## src/logic/iss_pkg.sv

```systemverilog
// interrupt source selector: register map, field layout, reset codes.
// assumes a 32-bit apb slave port and a 50 MHz system clock.
`default_nettype none
package iss_pkg;

  localparam logic [31:0] ISS_SEL_HIGH_ADDR = 32'h019C_0000;
  localparam logic [31:0] ISS_SEL_LOW_ADDR  = 32'h019C_0004;

  localparam int ISS_NUM_LINES  = 16;
  localparam int ISS_NUM_FIELDS = 6;
  localparam int ISS_CODE_W     = 5;
  localparam int ISS_NUM_EVENTS = 32;

  // low bit of each of the six fields in either register
  localparam int ISS_FIELD_LSB [ISS_NUM_FIELDS] = '{0, 5, 10, 16, 21, 26};

  // writable bits: 15 and 31 unused
  localparam logic [31:0] ISS_REG_MASK = 32'h7FFF_7FFF;

  // reset values assembled from the default codes per field
  localparam logic [31:0] ISS_SEL_LOW_RESET  = 32'h2507_18A4;
  localparam logic [31:0] ISS_SEL_HIGH_RESET = 32'h0820_2D43;

  // event codes
  localparam logic [4:0] ISS_EV_HOST_TO_CORE = 5'h00;
  localparam logic [4:0] ISS_EV_TIMER0       = 5'h01;
  localparam logic [4:0] ISS_EV_TIMER1       = 5'h02;
  localparam logic [4:0] ISS_EV_MEM_A_REFR   = 5'h03;
  localparam logic [4:0] ISS_EV_GP_EXT4      = 5'h04;
  localparam logic [4:0] ISS_EV_GP_EXT5      = 5'h05;
  localparam logic [4:0] ISS_EV_GP_EXT6      = 5'h06;
  localparam logic [4:0] ISS_EV_GP_EXT7      = 5'h07;
  localparam logic [4:0] ISS_EV_DMA_DONE     = 5'h08;
  localparam logic [4:0] ISS_EV_EMULATION_DTDMA_EVENT    = 5'h09;
  localparam logic [4:0] ISS_EV_EMU_RX       = 5'h0A;
  localparam logic [4:0] ISS_EV_EMU_TX       = 5'h0B;
  localparam logic [4:0] ISS_EV_SER0_TX      = 5'h0C;
  localparam logic [4:0] ISS_EV_SER0_RX      = 5'h0D;
  localparam logic [4:0] ISS_EV_SER1_TX      = 5'h0E;
  localparam logic [4:0] ISS_EV_SER1_RX      = 5'h0F;
  localparam logic [4:0] ISS_EV_GP0          = 5'h10;
  localparam logic [4:0] ISS_EV_SER2_TX      = 5'h11;
  localparam logic [4:0] ISS_EV_SER2_RX      = 5'h12;
  localparam logic [4:0] ISS_EV_TIMER2       = 5'h13;
  localparam logic [4:0] ISS_EV_MEM_B_REFR   = 5'h14;
  localparam logic [4:0] ISS_EV_CELL         = 5'h17;
  localparam logic [4:0] ISS_EV_CONV_DEC     = 5'h1E;
  localparam logic [4:0] ISS_EV_TURBO_DEC    = 5'h1F;

  typedef struct packed {
    logic [31:0] sel_high_r;
    logic [31:0] sel_low_r;
    logic [31:0] rdata_r;
  } iss_state_t;

endpackage
`default_nettype wire

```

## src/logic/iss_selector.sv

```systemverilog
// interrupt source selector top: apb slave, two selector registers,
// the twelve maskable line multiplexers and the four fixed lines.
// assumes event inputs are synchronous levels on clk_sys and that
// software never writes a reserved code; such a code reads back as
// written but routes a constant low level to its line.
//
// The APB slave port was chosen for this implementation.
`timescale 1ns/1ps
`default_nettype none
module iss_selector (
  input  wire logic        clk_sys,
  input  wire logic        reset_n,
  // apb slave port
  input  wire logic        psel,
  input  wire logic        penable,
  input  wire logic        pwrite,
  input  wire logic [31:0] paddr,
  input  wire logic [31:0] pwdata,
  input  wire logic [3:0]  pstrb,
  output logic             pready,
  output logic             pslverr,
  output logic [31:0]      prdata,
  // fixed sources of lines 0 and 1
  input  wire logic        reset_event,
  input  wire logic        nmi_event,
  // peripheral events, one per non-reserved selector code
  input  wire logic        host_to_core_event,
  input  wire logic        timer0_event,
  input  wire logic        timer1_event,
  input  wire logic        timer2_event,
  input  wire logic        mem_a_refresh_timer_event,
  input  wire logic        mem_b_refresh_timer_event,
  input  wire logic        gp_ext_event_4,
  input  wire logic        gp_ext_event_5,
  input  wire logic        gp_ext_event_6,
  input  wire logic        gp_ext_event_7,
  input  wire logic        gp_event_0,
  input  wire logic        dma_completion_event,
  input  wire logic        emulation_dtdma_event,
  input  wire logic        emulation_rx_event,
  input  wire logic        emulation_tx_event,
  input  wire logic        serial0_tx_event,
  input  wire logic        serial0_rx_event,
  input  wire logic        serial1_tx_event,
  input  wire logic        serial1_rx_event,
  input  wire logic        serial2_tx_event,
  input  wire logic        serial2_rx_event,
  input  wire logic        cell_interface_event,
  input  wire logic        conv_decoder_event,
  input  wire logic        turbo_decoder_event,
  // core interrupt lines, line 0 highest priority
  output logic [15:0]      core_int
);

  //////////////////////////////////////////////////////////////////////////
  // state

  iss_pkg::iss_state_t st_r;
  iss_pkg::iss_state_t st_nxt;

  logic        acc;
  logic        hit_high;
  logic        hit_low;
  logic        rd_setup;
  logic        wr_high;
  logic        wr_low;
  logic [31:0] wmask;
  logic [31:0] events;
  logic [4:0]  line_code [4:15];

  function automatic logic [4:0] field_of(input logic [31:0] r,
                                          input int          k);
    field_of = r[iss_pkg::ISS_FIELD_LSB[k] +: iss_pkg::ISS_CODE_W];
  endfunction

  // byte-lane merge; masked-out bits keep their old value
  function automatic logic [31:0] merge_write(input logic [31:0] old,
                                              input logic [31:0] data,
                                              input logic [31:0] mask);
    merge_write = (old & ~mask) | (data & mask);
  endfunction

  assign acc      = psel & penable;
  assign hit_high = (paddr == iss_pkg::ISS_SEL_HIGH_ADDR);
  assign hit_low  = (paddr == iss_pkg::ISS_SEL_LOW_ADDR);
  assign wmask    = {{8{pstrb[3]}}, {8{pstrb[2]}}, {8{pstrb[1]}},
                     {8{pstrb[0]}}} & iss_pkg::ISS_REG_MASK;
  assign rd_setup = psel & ~penable & ~pwrite;
  assign wr_high  = acc & pwrite & hit_high;
  assign wr_low   = acc & pwrite & hit_low;

  //////////////////////////////////////////////////////////////////////////
  // apb answer

  // zero-wait slave; unmapped addresses answer with pslverr
  assign pready  = 1'b1;
  assign pslverr = acc & ~(hit_high | hit_low);
  assign prdata  = st_r.rdata_r;

  //////////////////////////////////////////////////////////////////////////
  // register file

  always_comb begin
    st_nxt = st_r;
    if (rd_setup) begin
      // read data captured in setup so it is a flop output in access
      if (hit_high) begin
        st_nxt.rdata_r = st_r.sel_high_r;
      end else if (hit_low) begin
        st_nxt.rdata_r = st_r.sel_low_r;
      end else begin
        st_nxt.rdata_r = 32'h0000_0000;
      end
    end
    if (wr_high) begin
      st_nxt.sel_high_r = merge_write(st_r.sel_high_r, pwdata, wmask);
    end
    if (wr_low) begin
      st_nxt.sel_low_r = merge_write(st_r.sel_low_r, pwdata, wmask);
    end
  end

  always_ff @(posedge clk_sys) begin
    if (!reset_n) begin
      st_r.sel_high_r <= iss_pkg::ISS_SEL_HIGH_RESET;
      st_r.sel_low_r  <= iss_pkg::ISS_SEL_LOW_RESET;
      st_r.rdata_r    <= 32'h0000_0000;
    end else begin
      st_r <= st_nxt;
    end
  end

  //////////////////////////////////////////////////////////////////////////
  // event table: reserved codes stay low, so a bad write only silences

  always_comb begin
    events = 32'h0000_0000;
    // host, timers and first refresh timer
    events[iss_pkg::ISS_EV_HOST_TO_CORE] = host_to_core_event;
    events[iss_pkg::ISS_EV_TIMER0]       = timer0_event;
    events[iss_pkg::ISS_EV_TIMER1]       = timer1_event;
    events[iss_pkg::ISS_EV_MEM_A_REFR]   = mem_a_refresh_timer_event;

    // external and general-purpose pins
    events[iss_pkg::ISS_EV_GP_EXT4]      = gp_ext_event_4;
    events[iss_pkg::ISS_EV_GP_EXT5]      = gp_ext_event_5;
    events[iss_pkg::ISS_EV_GP_EXT6]      = gp_ext_event_6;
    events[iss_pkg::ISS_EV_GP_EXT7]      = gp_ext_event_7;

    // dma completion and emulation
    events[iss_pkg::ISS_EV_DMA_DONE]     = dma_completion_event;
    events[iss_pkg::ISS_EV_EMULATION_DTDMA_EVENT]    = emulation_dtdma_event;
    events[iss_pkg::ISS_EV_EMU_RX]       = emulation_rx_event;
    events[iss_pkg::ISS_EV_EMU_TX]       = emulation_tx_event;

    // serial ports, gp event 0, timer 2 and second refresh timer
    events[iss_pkg::ISS_EV_SER0_TX]      = serial0_tx_event;
    events[iss_pkg::ISS_EV_SER0_RX]      = serial0_rx_event;
    events[iss_pkg::ISS_EV_SER1_TX]      = serial1_tx_event;
    events[iss_pkg::ISS_EV_SER1_RX]      = serial1_rx_event;
    events[iss_pkg::ISS_EV_GP0]          = gp_event_0;
    events[iss_pkg::ISS_EV_SER2_TX]      = serial2_tx_event;
    events[iss_pkg::ISS_EV_SER2_RX]      = serial2_rx_event;
    events[iss_pkg::ISS_EV_TIMER2]       = timer2_event;
    events[iss_pkg::ISS_EV_MEM_B_REFR]   = mem_b_refresh_timer_event;

    // cell interface and decoder coprocessors
    events[iss_pkg::ISS_EV_CELL]         = cell_interface_event;
    events[iss_pkg::ISS_EV_CONV_DEC]     = conv_decoder_event;
    events[iss_pkg::ISS_EV_TURBO_DEC]    = turbo_decoder_event;
  end

  //////////////////////////////////////////////////////////////////////////
  // core lines

  assign core_int[0] = reset_event;
  assign core_int[1] = nmi_event;
  assign core_int[2] = 1'b0;
  assign core_int[3] = 1'b0;

  // code per maskable line; lines 4 to 9 come from the low register
  always_comb begin
    line_code[4]  = field_of(st_r.sel_low_r, 0);
    line_code[5]  = field_of(st_r.sel_low_r, 1);
    line_code[6]  = field_of(st_r.sel_low_r, 2);
    line_code[7]  = field_of(st_r.sel_low_r, 3);
    line_code[8]  = field_of(st_r.sel_low_r, 4);
    line_code[9]  = field_of(st_r.sel_low_r, 5);
    line_code[10] = field_of(st_r.sel_high_r, 0);
    line_code[11] = field_of(st_r.sel_high_r, 1);
    line_code[12] = field_of(st_r.sel_high_r, 2);
    line_code[13] = field_of(st_r.sel_high_r, 3);
    line_code[14] = field_of(st_r.sel_high_r, 4);
    line_code[15] = field_of(st_r.sel_high_r, 5);
  end

  // line 4: gp ext event 4 after reset
  iss_line_mux u_line_4 (
    .events   (events),
    .code     (line_code[4]),
    .line_out (core_int[4])
  );

  // line 5: gp ext event 5 after reset
  iss_line_mux u_line_5 (
    .events   (events),
    .code     (line_code[5]),
    .line_out (core_int[5])
  );

  // line 6: gp ext event 6 after reset
  iss_line_mux u_line_6 (
    .events   (events),
    .code     (line_code[6]),
    .line_out (core_int[6])
  );

  // line 7: gp ext event 7 after reset
  iss_line_mux u_line_7 (
    .events   (events),
    .code     (line_code[7]),
    .line_out (core_int[7])
  );

  // line 8: dma completion after reset
  iss_line_mux u_line_8 (
    .events   (events),
    .code     (line_code[8]),
    .line_out (core_int[8])
  );

  // line 9: emulation dtdma after reset
  iss_line_mux u_line_9 (
    .events   (events),
    .code     (line_code[9]),
    .line_out (core_int[9])
  );

  // line 10: first refresh timer after reset
  iss_line_mux u_line_10 (
    .events   (events),
    .code     (line_code[10]),
    .line_out (core_int[10])
  );

  // line 11: emulation receive after reset
  iss_line_mux u_line_11 (
    .events   (events),
    .code     (line_code[11]),
    .line_out (core_int[11])
  );

  // line 12: emulation transmit after reset
  iss_line_mux u_line_12 (
    .events   (events),
    .code     (line_code[12]),
    .line_out (core_int[12])
  );

  // line 13: host to core after reset
  iss_line_mux u_line_13 (
    .events   (events),
    .code     (line_code[13]),
    .line_out (core_int[13])
  );

  // line 14: timer 0 after reset
  iss_line_mux u_line_14 (
    .events   (events),
    .code     (line_code[14]),
    .line_out (core_int[14])
  );

  // line 15: timer 1 after reset
  iss_line_mux u_line_15 (
    .events   (events),
    .code     (line_code[15]),
    .line_out (core_int[15])
  );

endmodule // iss_selector
`default_nettype wire

```

## src/logic/iss_line_mux.sv

```systemverilog
// one maskable core line: picks one of 32 event lines by a 5-bit code.
// assumes reserved codes are driven low by the caller.
`timescale 1ns/1ps
`default_nettype none
module iss_line_mux (
  input  wire logic [31:0] events,
  input  wire logic [4:0]  code,
  output logic             line_out
);
  assign line_out = events[code];
endmodule // iss_line_mux
`default_nettype wire

```

## config.mk

```make
export PLATFORM = sky130hd
export DESIGN_NAME = iss_selector
export DESIGN_NICKNAME = d
export VERILOG_FILES = /design/src/logic/iss_pkg.sv /design/src/logic/iss_selector.sv /design/src/logic/iss_line_mux.sv
export SDC_FILE = /design/constraint.sdc
export NUM_CORES = 1
export LEC_CHECK = 0
export ABC_CLOCK_PERIOD_IN_PS = 2200
export BUFFER_PORTS_ARGS = -buffer_cell sky130_fd_sc_hd__clkbuf_2
export CORE_ASPECT_RATIO = 1.1
export CORE_UTILIZATION = 40
export DETAILED_ROUTE_END_ITERATION = 10
export PLACE_DENSITY_LB_ADDON = 0.08
export SETUP_SLACK_MARGIN = 0.15
export SYNTH_ARGS = -nofsm -noshare
export SYNTH_HDL_FRONTEND = slang
export SYNTH_SLANG_ARGS = --single-unit
```

## constraint.sdc

```tcl
create_clock -name clk_sys -period 2.2 [get_ports clk_sys]
set_input_delay 0 -clock clk_sys [delete_from_list [all_inputs] [get_ports clk_sys]]
set_output_delay 0 -clock clk_sys [all_outputs]
set_load 0.05 [all_outputs]
```

* Word level (Yosys, flattened, before mapping)
Cells that the tools add are included.
** Word-level totals
- Register bits after elaboration :: 96
- Input port bits :: 99
- Output and inout port bits :: 50
- Word-level logic and storage cells :: 60
** Operators by class
- Magnitude comparators :: 12
- Equal/unequal tests :: 2
- Multiplexer cells :: 26
- Bitwise logic cells :: 17
** Operators by type and width (count)
- < comparator 5 x 6 -> 1 bit, second input constant :: 12
- bitwise AND 32 bit :: 2
- equality test 32 x 25 -> 1 bit, second input constant :: 2
- 2-to-1 mux 32 bit :: 2
- OR 32 bit :: 2
- binary-select mux 1 bit (select 5 bit) :: 12
- bitwise AND 32 x 31 -> 32 bit :: 1
- inverter 31 -> 32 bit :: 1
- 2-to-1 mux 1 bit :: 12
- bitwise AND 1 bit :: 7
- inverter 1 bit :: 3
- OR 1 bit :: 1

* Depth between registers and ports, before layout
Gate-level depths: netlist of the first run.
- Word-level depth :: 4
- Gate-level depth with buffers :: 6
- Depth with buffers taken out :: 4

* Hierarchy
Synthesis of the first run repeated with hierarchy kept, for this count alone.
** Unflattened totals
- Cells, all modules :: 955
- Area, all modules :: 8139.1 um^2
** Modules (own cells, without submodules)
- iss_selector :: instances 1, cells an instance 463, area an instance 4235.3 um^2, sequential area each 1801.7 um^2
- iss_line_mux :: instances 12, cells an instance 41, area an instance 325.3 um^2, sequential area each 0.0 um^2

* Least setup slack after synthesis of the first run
Ideal clock, no wire load.
- Path type :: register to output
- Start point :: register (tool-made name)
- End point :: output port core_int[9]
- Data arrival time :: 1887 ps
- Data required time :: 2200 ps
- Setup slack :: 313 ps
- Stages on the path, launching flop included :: 6
- Buffers on the path :: 2
- Cells stage by stage :: dfxtp_1 -> buf_2 -> mux4_2 -> mux4_2 -> mux2_2 -> buf_4
** RTL lines
- end: declaration :: RTL line iss_selector.sv:52 : output logic [15:0] core_int

==> run metrics, run 1 <==
status complete, no violations; Clk Latency, worst-skew pair 0.35 ns; top cells by area, synth dfxtp_1, mux4_2, mux2i_1; first-pass GRT wire length 36800 um; routed vias 6454; Layout Nets 964; worst slew pin tran 0.820 ns; initial antenna violation count 0; Detailed Routing Iterations Pass 1 5; P_int 2.88 mW; RSZ-0062 raised after global routing true; Unique masters post-synth 45; final WL 23900 um; Detailed Place HPWL 16000 um; synth warn 0; die span in x 128 um; crit path max fanout 5; maximum number of pins on one net before global-route repair 80; final cycle utilization of the critical path 99.3%; clk sink count 90; clk root buf clkbuf_16; Final Util 50.7%; Post-Synth Simple-Gate Area 20.2%; combinational share of power 17.1%; Post-synth EDFFs 0; mux share of post-synthesis cell area 37.7%; Min-Delay Path Class in -> out; Worst Reg-to-Reg Cells 3; Detail Route Antenna Nets 0; clock transition at the registers of the reported paths 0.06 ns; Diodes inserted 0; cell leakage power 3.34 nW; synthesized area 0.00704 mm2; Hold Fails Final Rpt 0; Die ar. 0.0181 mm2; WHS 0.0000874 ns; area of the core 0.0171 mm2; Cells after Synth 760; gr usage total 27.2%; DRT iter0 DRCs 574; synth cell count leaders mux2i_1, nand2_1, dfxtp_1, clkbuf_1, mux4_2; drt wl/cell 21.7 um; vias per cell 5.85; Critical Path RT 2.20 ns; Clock power frac 41.8%; layout cells sized above 1 34.4%; nature of the critical path startpoint flip-flop; Hold Path Depth 0; main combinational cell family by area after synthesis multiplexers; PortBufs 137; net switching power 1.04 mW; worst vdd ir 0.343 mV; clk_skew 0.00450 ns; #FFs+latches synth 90; GRT Residual Overflow 0; GPL Wtd Cong 0.897; WP data arrival 2.18 ns; setup_tns 0 ns; Slew Limit Fails 0; Synth top area share 25.6%; Cell Area, Placed 0.00775 mm2; FP Rows 50; Synth Flop Type dfxtp_1; Worst setup EP type output port; layout overhead on the synthesized area 23.5%; final setup fails 0; Max Clock Freq 458 MHz; max_cap viols 0; CTS HTree Levels 3; PwrDens 452 mW/mm2; Final Cell Area 0.00869 mm2; die height 141 um; post-synthesis adder-cell area fraction 0%; Compound-Gate Fraction of Synth Area 8.00%; Net Sw Frac 26.6%; Post-Synth XOR/XNOR Area 0%; Starting Density 41.0%; syn avg cell area 9.26 um2; vias in the first global route 6360; Flop pwr share 41.0%; Longest Clk Path Bufs 2; cts bufs inserted 9; Crit Path Class reg -> out; TritonCTS clock tree yes; Slew HR 45.3%; most frequent cell after synthesis mux2i_1; Synth async-reset ratio 0%; I/O pin total 149; sequential area share after synthesis 25.6%; DRC viols 0; area leader, netlist dfxtp_1; Period minus WS final 2.18 ns
==> critical path, stage by stage (launching register included) <==
cell and delay (ns):
dfxtp_4 0.39, mux4_2 0.50, mux4_2 0.48, mux2_4 0.29
clkbuf_16 0.17
==> worst paths after layout <==
check,startpoint,end,slack [ns]
setup / recovery,flip-flop,core_int[12],0.02
hold / removal,reset_event,core_int[0],0.00009
setup reg to reg,flip-flop,prdata[30]$_SDFFE_PN0P_,0.80
hold reg to reg,prdata[7]$_SDFFE_PN0P_,prdata[7]$_SDFFE_PN0P_,0.45
==> through the flow <==
stage | instances | total power, mW | worst slack (ns)
6_report | 1103 | 3.93 | 0.0156
5_1_grt | 1103 | 4.06 | -0.0343
2_1_floorplan | 763 | 2.06 | 0.313
4_1_cts | 1096 | 3.95 | -0.00768
3_5_place_dp | 1049 | 2.25 | 0.128
3_3_place_gp | 1049 | 2.24 | 0.164
==> power groups by stage <==
stage	clock, mW	sequential [mW]	combinational (mW)
after global placement	0	1.67	0.579
after detailed placement	0	1.67	0.588
final	1.64	1.61	0.672
after global routing	1.75	1.61	0.703
after floorplan	0	1.67	0.391
after CTS	1.67	1.62	0.660
==> placed cells by master (no fill, tap or decap), drive strengths merged, types with 16 or more instances in the layout <==
master and count:
a21oi 38, buf 41, clkbuf 147, dfxtp 90, dlygate4sd3 30, mux2 16, mux2i 121, mux4 56
nand2 114, nand2b 16, nor2 33, nor4 21, or4 30
==> what timing repair did <==
action | CTS | global route
setup buffers | 2 | 7
pin swaps | 1 | 1
endpoints found under the setup margin | 12 | 12
hold buffers | 30 | 0
endpoints found under the hold margin | 57 | 0
gates resized for setup | 52 | 29
==> layout make-up <==
type	count	area (um2)
Timing Repair Buffer	206	1460
Sequential cell	90	1870
Tap cell	234	293
Clock inverter	3	65.1
Clock buffer	12	236
Inverter	12	45.0
Multi-Input combinational cell	546	4720
Fill cell	1636	8450
==> routing by layer <==
layer  track usage (%)  vias to the layer above  share of wire (%)
met5                 0                        -                  0
met4              8.61                        0                1.9
met3              4.02                       35                6.9
met2              44.2                      301                 47
met1              36.9                     3132                 44
li1                  -                     2986                  -
==> kinds of logic (layout without fill, tap and decap cells) <==
group / Yosys count / in the layout
other: 2 / 5
buffers and inverters: 127 / 233
AO/OA/AOI/OAI: 91 / 91
flip-flops: 90 / 90
multiplexers: 193 / 193
AND/OR/NAND/NOR: 257 / 257
Note: power is estimated with default switching activity, not from simulation.
==> inputs of run 2 (changes only) <==
- ABC_AREA: default -> 1
==> run metrics, run 2 <==
status complete, no violations; register area 0.00183 mm2 (-1.9%); GRT Residual Overflow 0 (unchanged); top cells by area, synth dfxtp_1, nand2_1, inv_1; Detailed Routing Iterations Pass 1 5 (unchanged); Pwr Total 4.09 mW (+4.2%); commonest cells after routing, fill and taps aside nand2_1, inv_1, clkbuf_2, nand3_1, nor2_1; I/O pin total 149 (unchanged); Max Clock Freq 519 MHz (+13%); footprint of the multi-input gates 0.00459 mm2 (-2.9%); CTS HTree Levels 3 (unchanged); mux share of post-synthesis cell area 0% (-38 points); RSZ-0062 raised after global routing true; crit path max fanout 12 (+7); WP data arrival 1.93 ns (-0.25 ns); Slew Limit Fails 0 (unchanged); Cells after Synth 1321 (+74%); routed vias 8784 (+36%); final cycle utilization of the critical path 87.6% (-12 points); synth warn 0 (unchanged); Post-Synth XOR/XNOR Area 0% (unchanged); layout overhead on the synthesized area 15.6%; GPL Wtd Cong 0.903 (+0.68%); Final Cell Area 0.00889 mm2 (+2.2%); Slew HR 54.9% (+9.6 points); worst vdd ir 0.388 mV (+13%); clk sink count 90 (unchanged); Crit Path Class reg -> out; clk root buf clkbuf_16; setup_tns 0 ns (unchanged); Starting Density 41.3% (+0.26 points); area of the core 0.0186 mm2 (+8.6%); Clk Latency, worst-skew pair 0.36 ns (about the same); die height 147 um (+4.5%); die span in x 134 um (+4.5%); drt wl/cell 16.6 um (-23%); Compound-Gate Fraction of Synth Area 19.0% (+11 points); final setup fails 0 (unchanged); first-pass GRT wire length 43000 um (+17%); syn avg cell area 5.82 um2 (-37%); Detailed Place HPWL 18500 um (+15%); Critical Path RT 2.20 ns (about the same); Detail Route Antenna Nets 0 (unchanged); TritonCTS clock tree yes; placed cell count 1609 (+53%); gr usage total 28.0% (+0.81 points); vias per cell 5.31 (-9.2%); layout cells sized above 1 15.6% (-19 points); Layout Nets 1505 (+56%); clock transition at the registers of the reported paths 0.08 ns (+0.02 ns); vias in the first global route 7972 (+25%); Min-Delay Path Class in -> out; Longest Clk Path Bufs 2 (unchanged); PwrDens 460 mW/mm2 (+1.9%); DRT iter0 DRCs 832 (+45%); initial antenna violation count 1 (+1); Synth top area share 23.4% (-2.2 points); Die ar. 0.0198 mm2 (+9.1%); FILL cells 2091 (+28%); max_cap viols 0 (unchanged); cts bufs inserted 9 (unchanged); clk_skew 0.00843 ns (+0.00393 ns); Synth Flop Type dfxtp_1; most common cell after layout, fill and taps aside nand2_1; post-synthesis adder-cell area fraction 0% (unchanged); Post-synth EDFFs 0 (unchanged); main combinational cell family by area after synthesis simple AND/OR/NAND/NOR gates; Synth async-reset ratio 0% (unchanged); PortBufs 137 (unchanged); Period minus WS final 1.93 ns (-0.257 ns); area leader, netlist dfxtp_1; Post-Synth Simple-Gate Area 40.4% (+20 points); Hold Fails Final Rpt 0 (unchanged); post-CTS setup buffers 0 (-2); Unique masters post-synth 31 (-31%); synthesized area 0.00769 mm2 (+9.2%); DRC viols 0 (unchanged); fin cells 1654 (+50%); maximum number of pins on one net before global-route repair 69 (-14%); nature of the critical path startpoint flip-flop; WHS 0.0000193 ns (-0.0000681 ns); FP Rows 52 (+4.0%); cell leakage power 4.33 nW (+30%); synth cell count leaders nand2_1, inv_1, nand3_1, nor2_1, dfxtp_1; Worst setup EP type output port; worst slew pin tran 0.675 ns (-0.145 ns); final WL 27400 um (+15%); most frequent cell after synthesis nand2_1; sequential area share after synthesis 23.4% (-2.2 points); Cell Area, Placed 0.00826 mm2 (+6.7%); #FFs+latches synth 90 (unchanged)
==> run 2: cell count changes after synthesis, sizes merged, moves of 33 or more <==
| cell | delta |
|---|---|
| nand3 | +129 |
| inv | +166 |
| nand4 | +57 |
| nor2 | +67 |
| nand2 | +252 |
| mux4 | -56 |
| o21ai | +77 |
| o21a | +33 |
| o211ai | +44 |
| mux2i | -121 |
==> run 2: metrics by stage <==
| step | util, % | setup WS, ns |
|---|---|---|
| final | 47.8 | 0.273 |
| after global routing | 47.7 | 0.130 |
| after CTS | 47.6 | 0.210 |
| after detailed placement | 44.4 | 0.443 |
| after global placement | 44.4 | 0.478 |
| after floorplan | - | 0.486 |
==> run 2: critical path: stages (launching register included) <==
cell and delay, ns:
dfxtp_1 0.55, nand2_1 0.15, o21ai_0 0.17, inv_1 0.05
a21oi_1 0.14, nand2_1 0.06, nand2_1 0.05, nand2_1 0.05
nand2_1 0.07, clkbuf_2 0.27
==> run 2: final timing paths <==
check	from	endpoint	slack, ns	depth (start not counted)
setup reg to reg	flip-flop	prdata[26]$_SDFFE_PN0P_	1.17	5
hold reg to reg	flip-flop	flip-flop	0.48	2
setup / recovery	flip-flop	core_int[8]	0.27	9
hold / removal	reset_event	core_int[0]	0.00002	0
==> run 2: area by class of cell <==
type / instances / area share, %
inverters: 185 / 7.81
clock buffers: 9 / 2.53
flip-flops and latches: 90 / 20.6
clock inverters: 6 / 0.831
repair buffers: 185 / 13.2
diodes: 1 / 0.0282
well taps: 243 / 3.42
multi-input cells: 935 / 51.6
==> run 2: what timing repair did <==
action / 4_1_cts / 5_1_grt
endpoints found under the hold margin: 44 / 0
pin swaps: 0 / 0
endpoints found under the setup margin: 4 / 11
resized for setup: 4 / 17
hold buffers: 29 / 0
cloned: 0 / 0
==> run 2: power breakdown <==
part | leakage (nW) | switching, mW | total (mW) | internal [mW]
Sequential | 0.731 | 0.0121 | 1.66 | 1.65
Clock | 0.147 | 0.745 | 1.64 | 0.894
Combinational | 3.45 | 0.551 | 0.791 | 0.239
==> run 2: logic make-up (layout without fill, tap and decap cells) <==
kind of cell,count (synthesis),after routing
AO/OA/AOI/OAI,246,246
flip-flops,90,90
AND/OR/NAND/NOR,684,684
buffers and inverters,299,385
other,2,6
==> run 2: metal layers <==
layer / GRT usage (%) / wire length (um)
met5: 0 / 0
met2: 46.0 / 12600
met3: 4.08 / 1880
met1: 37.1 / 12200
met4: 10.1 / 753
==> inputs of run 3 (changes only) <==
- CORE_UTILIZATION: 40 -> 57
==> run metrics, run 3 (synthesis gave the netlist of run 2 again) <==
status complete, no violations; die height 124 um (-16%); Longest Clk Path Bufs 2 (unchanged); DRC viols 0 (unchanged); Critical Path RT 2.20 ns (about the same); final cycle utilization of the critical path 86.7% (-0.95 points); Worst Reg-to-Reg Cells 4 (-1); Critical Path Stages 7 (-2); Min-Delay Path Class in -> out; Crit Path Class reg -> out; PortBufs 137 (unchanged); FILL cells 1267 (-39%); vias per cell 5.65 (+6.4%); Max Clock Freq 525 MHz (+1.1%); clock transition at the registers of the reported paths 0.07 ns (about the same); Crit path top cell by count nand3_1; Diodes inserted 0 (-1); routed vias 8885 (+1.1%); I/O pin total 149 (unchanged); worst slew pin tran 0.770 ns (+0.0950 ns); gr usage total 34.9% (+6.9 points); setup_tns 0 ns (unchanged); Pwr Total 4.20 mW (+2.6%); RSZ-0062 raised after global routing false; setup ws final 0.294 ns (+0.0210 ns); die span in x 113 um (-16%); FP Rows 44 (-15%); Final Util 66.9% (+19 points); cell leakage power 4.34 nW (+0.12%); layout overhead on the synthesized area 14.5%; commonest cells after routing, fill and taps aside nand2_1, inv_1, clkbuf_2, nand3_1, nor2_1; Detailed Routing Iterations Pass 1 6 (+1); TritonCTS clock tree yes; Period minus WS final 1.91 ns (-0.0210 ns); Place WS 0.496 ns (+0.0535 ns); delay-heaviest family, CP flip-flops; final setup fails 0 (unchanged); crit-path cells inv_1 -> nor3_1 -> o21ai_0 -> nand3_1 -> nand3_1 -> nand2_1 -> clkbuf_2; Detail Route Antenna Nets 0 (unchanged); Worst Setup EP core_int[13]; Hold Fails Final Rpt 0 (unchanged); Hold Path Depth 0 (unchanged); first-pass GRT wire length 37800 um (-12%); nature of the critical path startpoint flip-flop; Die ar. 0.0140 mm2 (-29%); GRT Residual Overflow 0 (unchanged); most common cell after layout, fill and taps aside nand2_1; worst vdd ir 0.412 mV (+6.0%); Clk Latency, worst-skew pair 0.37 ns (about the same); drt wl/cell 15.4 um (-7.2%); maximum number of pins on one net before global-route repair 91 (+32%); CP max-delay cell dfxtp_1; initial antenna violation count 0 (-1); Layout Nets 1505 (unchanged); WP data arrival 1.91 ns (-0.02 ns); post-CTS setup buffers 0 (unchanged); crit-path max cell delay 0.55 ns (about the same); Worst setup EP type output port; max_cap viols 0 (unchanged); Slew Limit Fails 0 (unchanged); CP bufs+invs 2 (unchanged); clk root buf clkbuf_16; Detailed Place HPWL 15700 um (-15%); PwrDens 477 mW/mm2 (+3.6%); final WL 24200 um (-12%); clk sink count 90 (unchanged); layout cells sized above 1 15.5% (-0.15 points); Starting Density 58.4% (+17 points); GPL Wtd Cong 0.905 (+0.20%); R2R Setup Slk 1.17 ns (about the same); crit path max fanout 11 (-1); cts bufs inserted 9 (unchanged); Slew HR 48.5% (-6.4 points); vias in the first global route 7582 (-4.9%); DRT iter0 DRCs 851 (+2.3%); CTS HTree Levels 3 (unchanged); area of the core 0.0132 mm2 (-29%); clk_skew 0.00771 ns (-0.000717 ns)
run 3: cell count changes in the layout (fill, tap and decap cells not counted), moves of 2 or more:
cell,change
dfxtp_1,+3
dfxtp_4,-2
clkinvlp_4,+2
inv_6,-3
run 3: what timing repair did:
action	in CTS	in global routing
setup endpoints to repair	1	9
endpoints found under the hold margin	39	0
resized for setup	1	17
hold buffers	29	0
run 3: where the power goes:
| group | switching, mW | total, mW | internal (mW) |
|---|---|---|---|
| Sequential | 0.0120 | 1.66 | 1.65 |
| Clock | 0.723 | 1.75 | 1.03 |
| Combinational | 0.542 | 0.782 | 0.241 |
| Total | 1.28 | 4.20 | 2.92 |
run 3: metal layers:
metal,vias to the layer above,GRT usage (%),share of wire (%)
met5,-,0,0
met4,0,22.2,5.0
met3,94,5.74,11
met2,498,54.3,44
met1,3834,45.1,41
li1,4459,-,-
run 3: final cells by class:
type	count	area, um2	share of cell area (%)
timing repair buffer	185	1170	13.3
sequential	90	1820	20.7
multi-input combinational	935	4590	52.1
inverter	185	694	7.89
clock inverter	6	88.8	1.01
clock buffer	10	239	2.71
tap	161	201	2.29
run 3: worst reg2reg max path: cells and delay by family, from the launching register on:
family | cells | cell delay [ns]
buffers and inverters | 2 | 0.24
and+or+nand+nor | 2 | 0.19
DFF | 1 | 0.55
run 3: metrics by stage:
step / hold WS, ns / std cells / cell area, um2
after floorplan: 0.167 / 1324 / 7700
after global placement: 0.000341 / 1527 / 8160
after global routing: 0.000135 / 1572 / 8800
final: 0.0000193 / 1572 / 8800
after detailed placement: 0.000341 / 1527 / 8160
after CTS: 0.000341 / 1572 / 8780
run 3: worst min-delay path by stage:
stage | end | start | slack [ns]
floorplan | core_int[0] | reset_event | 0.17
finish | core_int[0] | reset_event | 0.00002
global route | core_int[0] | reset_event | 0.0001
global placement | core_int[1] | nmi_event | 0.0003
CTS | core_int[1] | nmi_event | 0.0003
detailed placement | core_int[1] | nmi_event | 0.0003
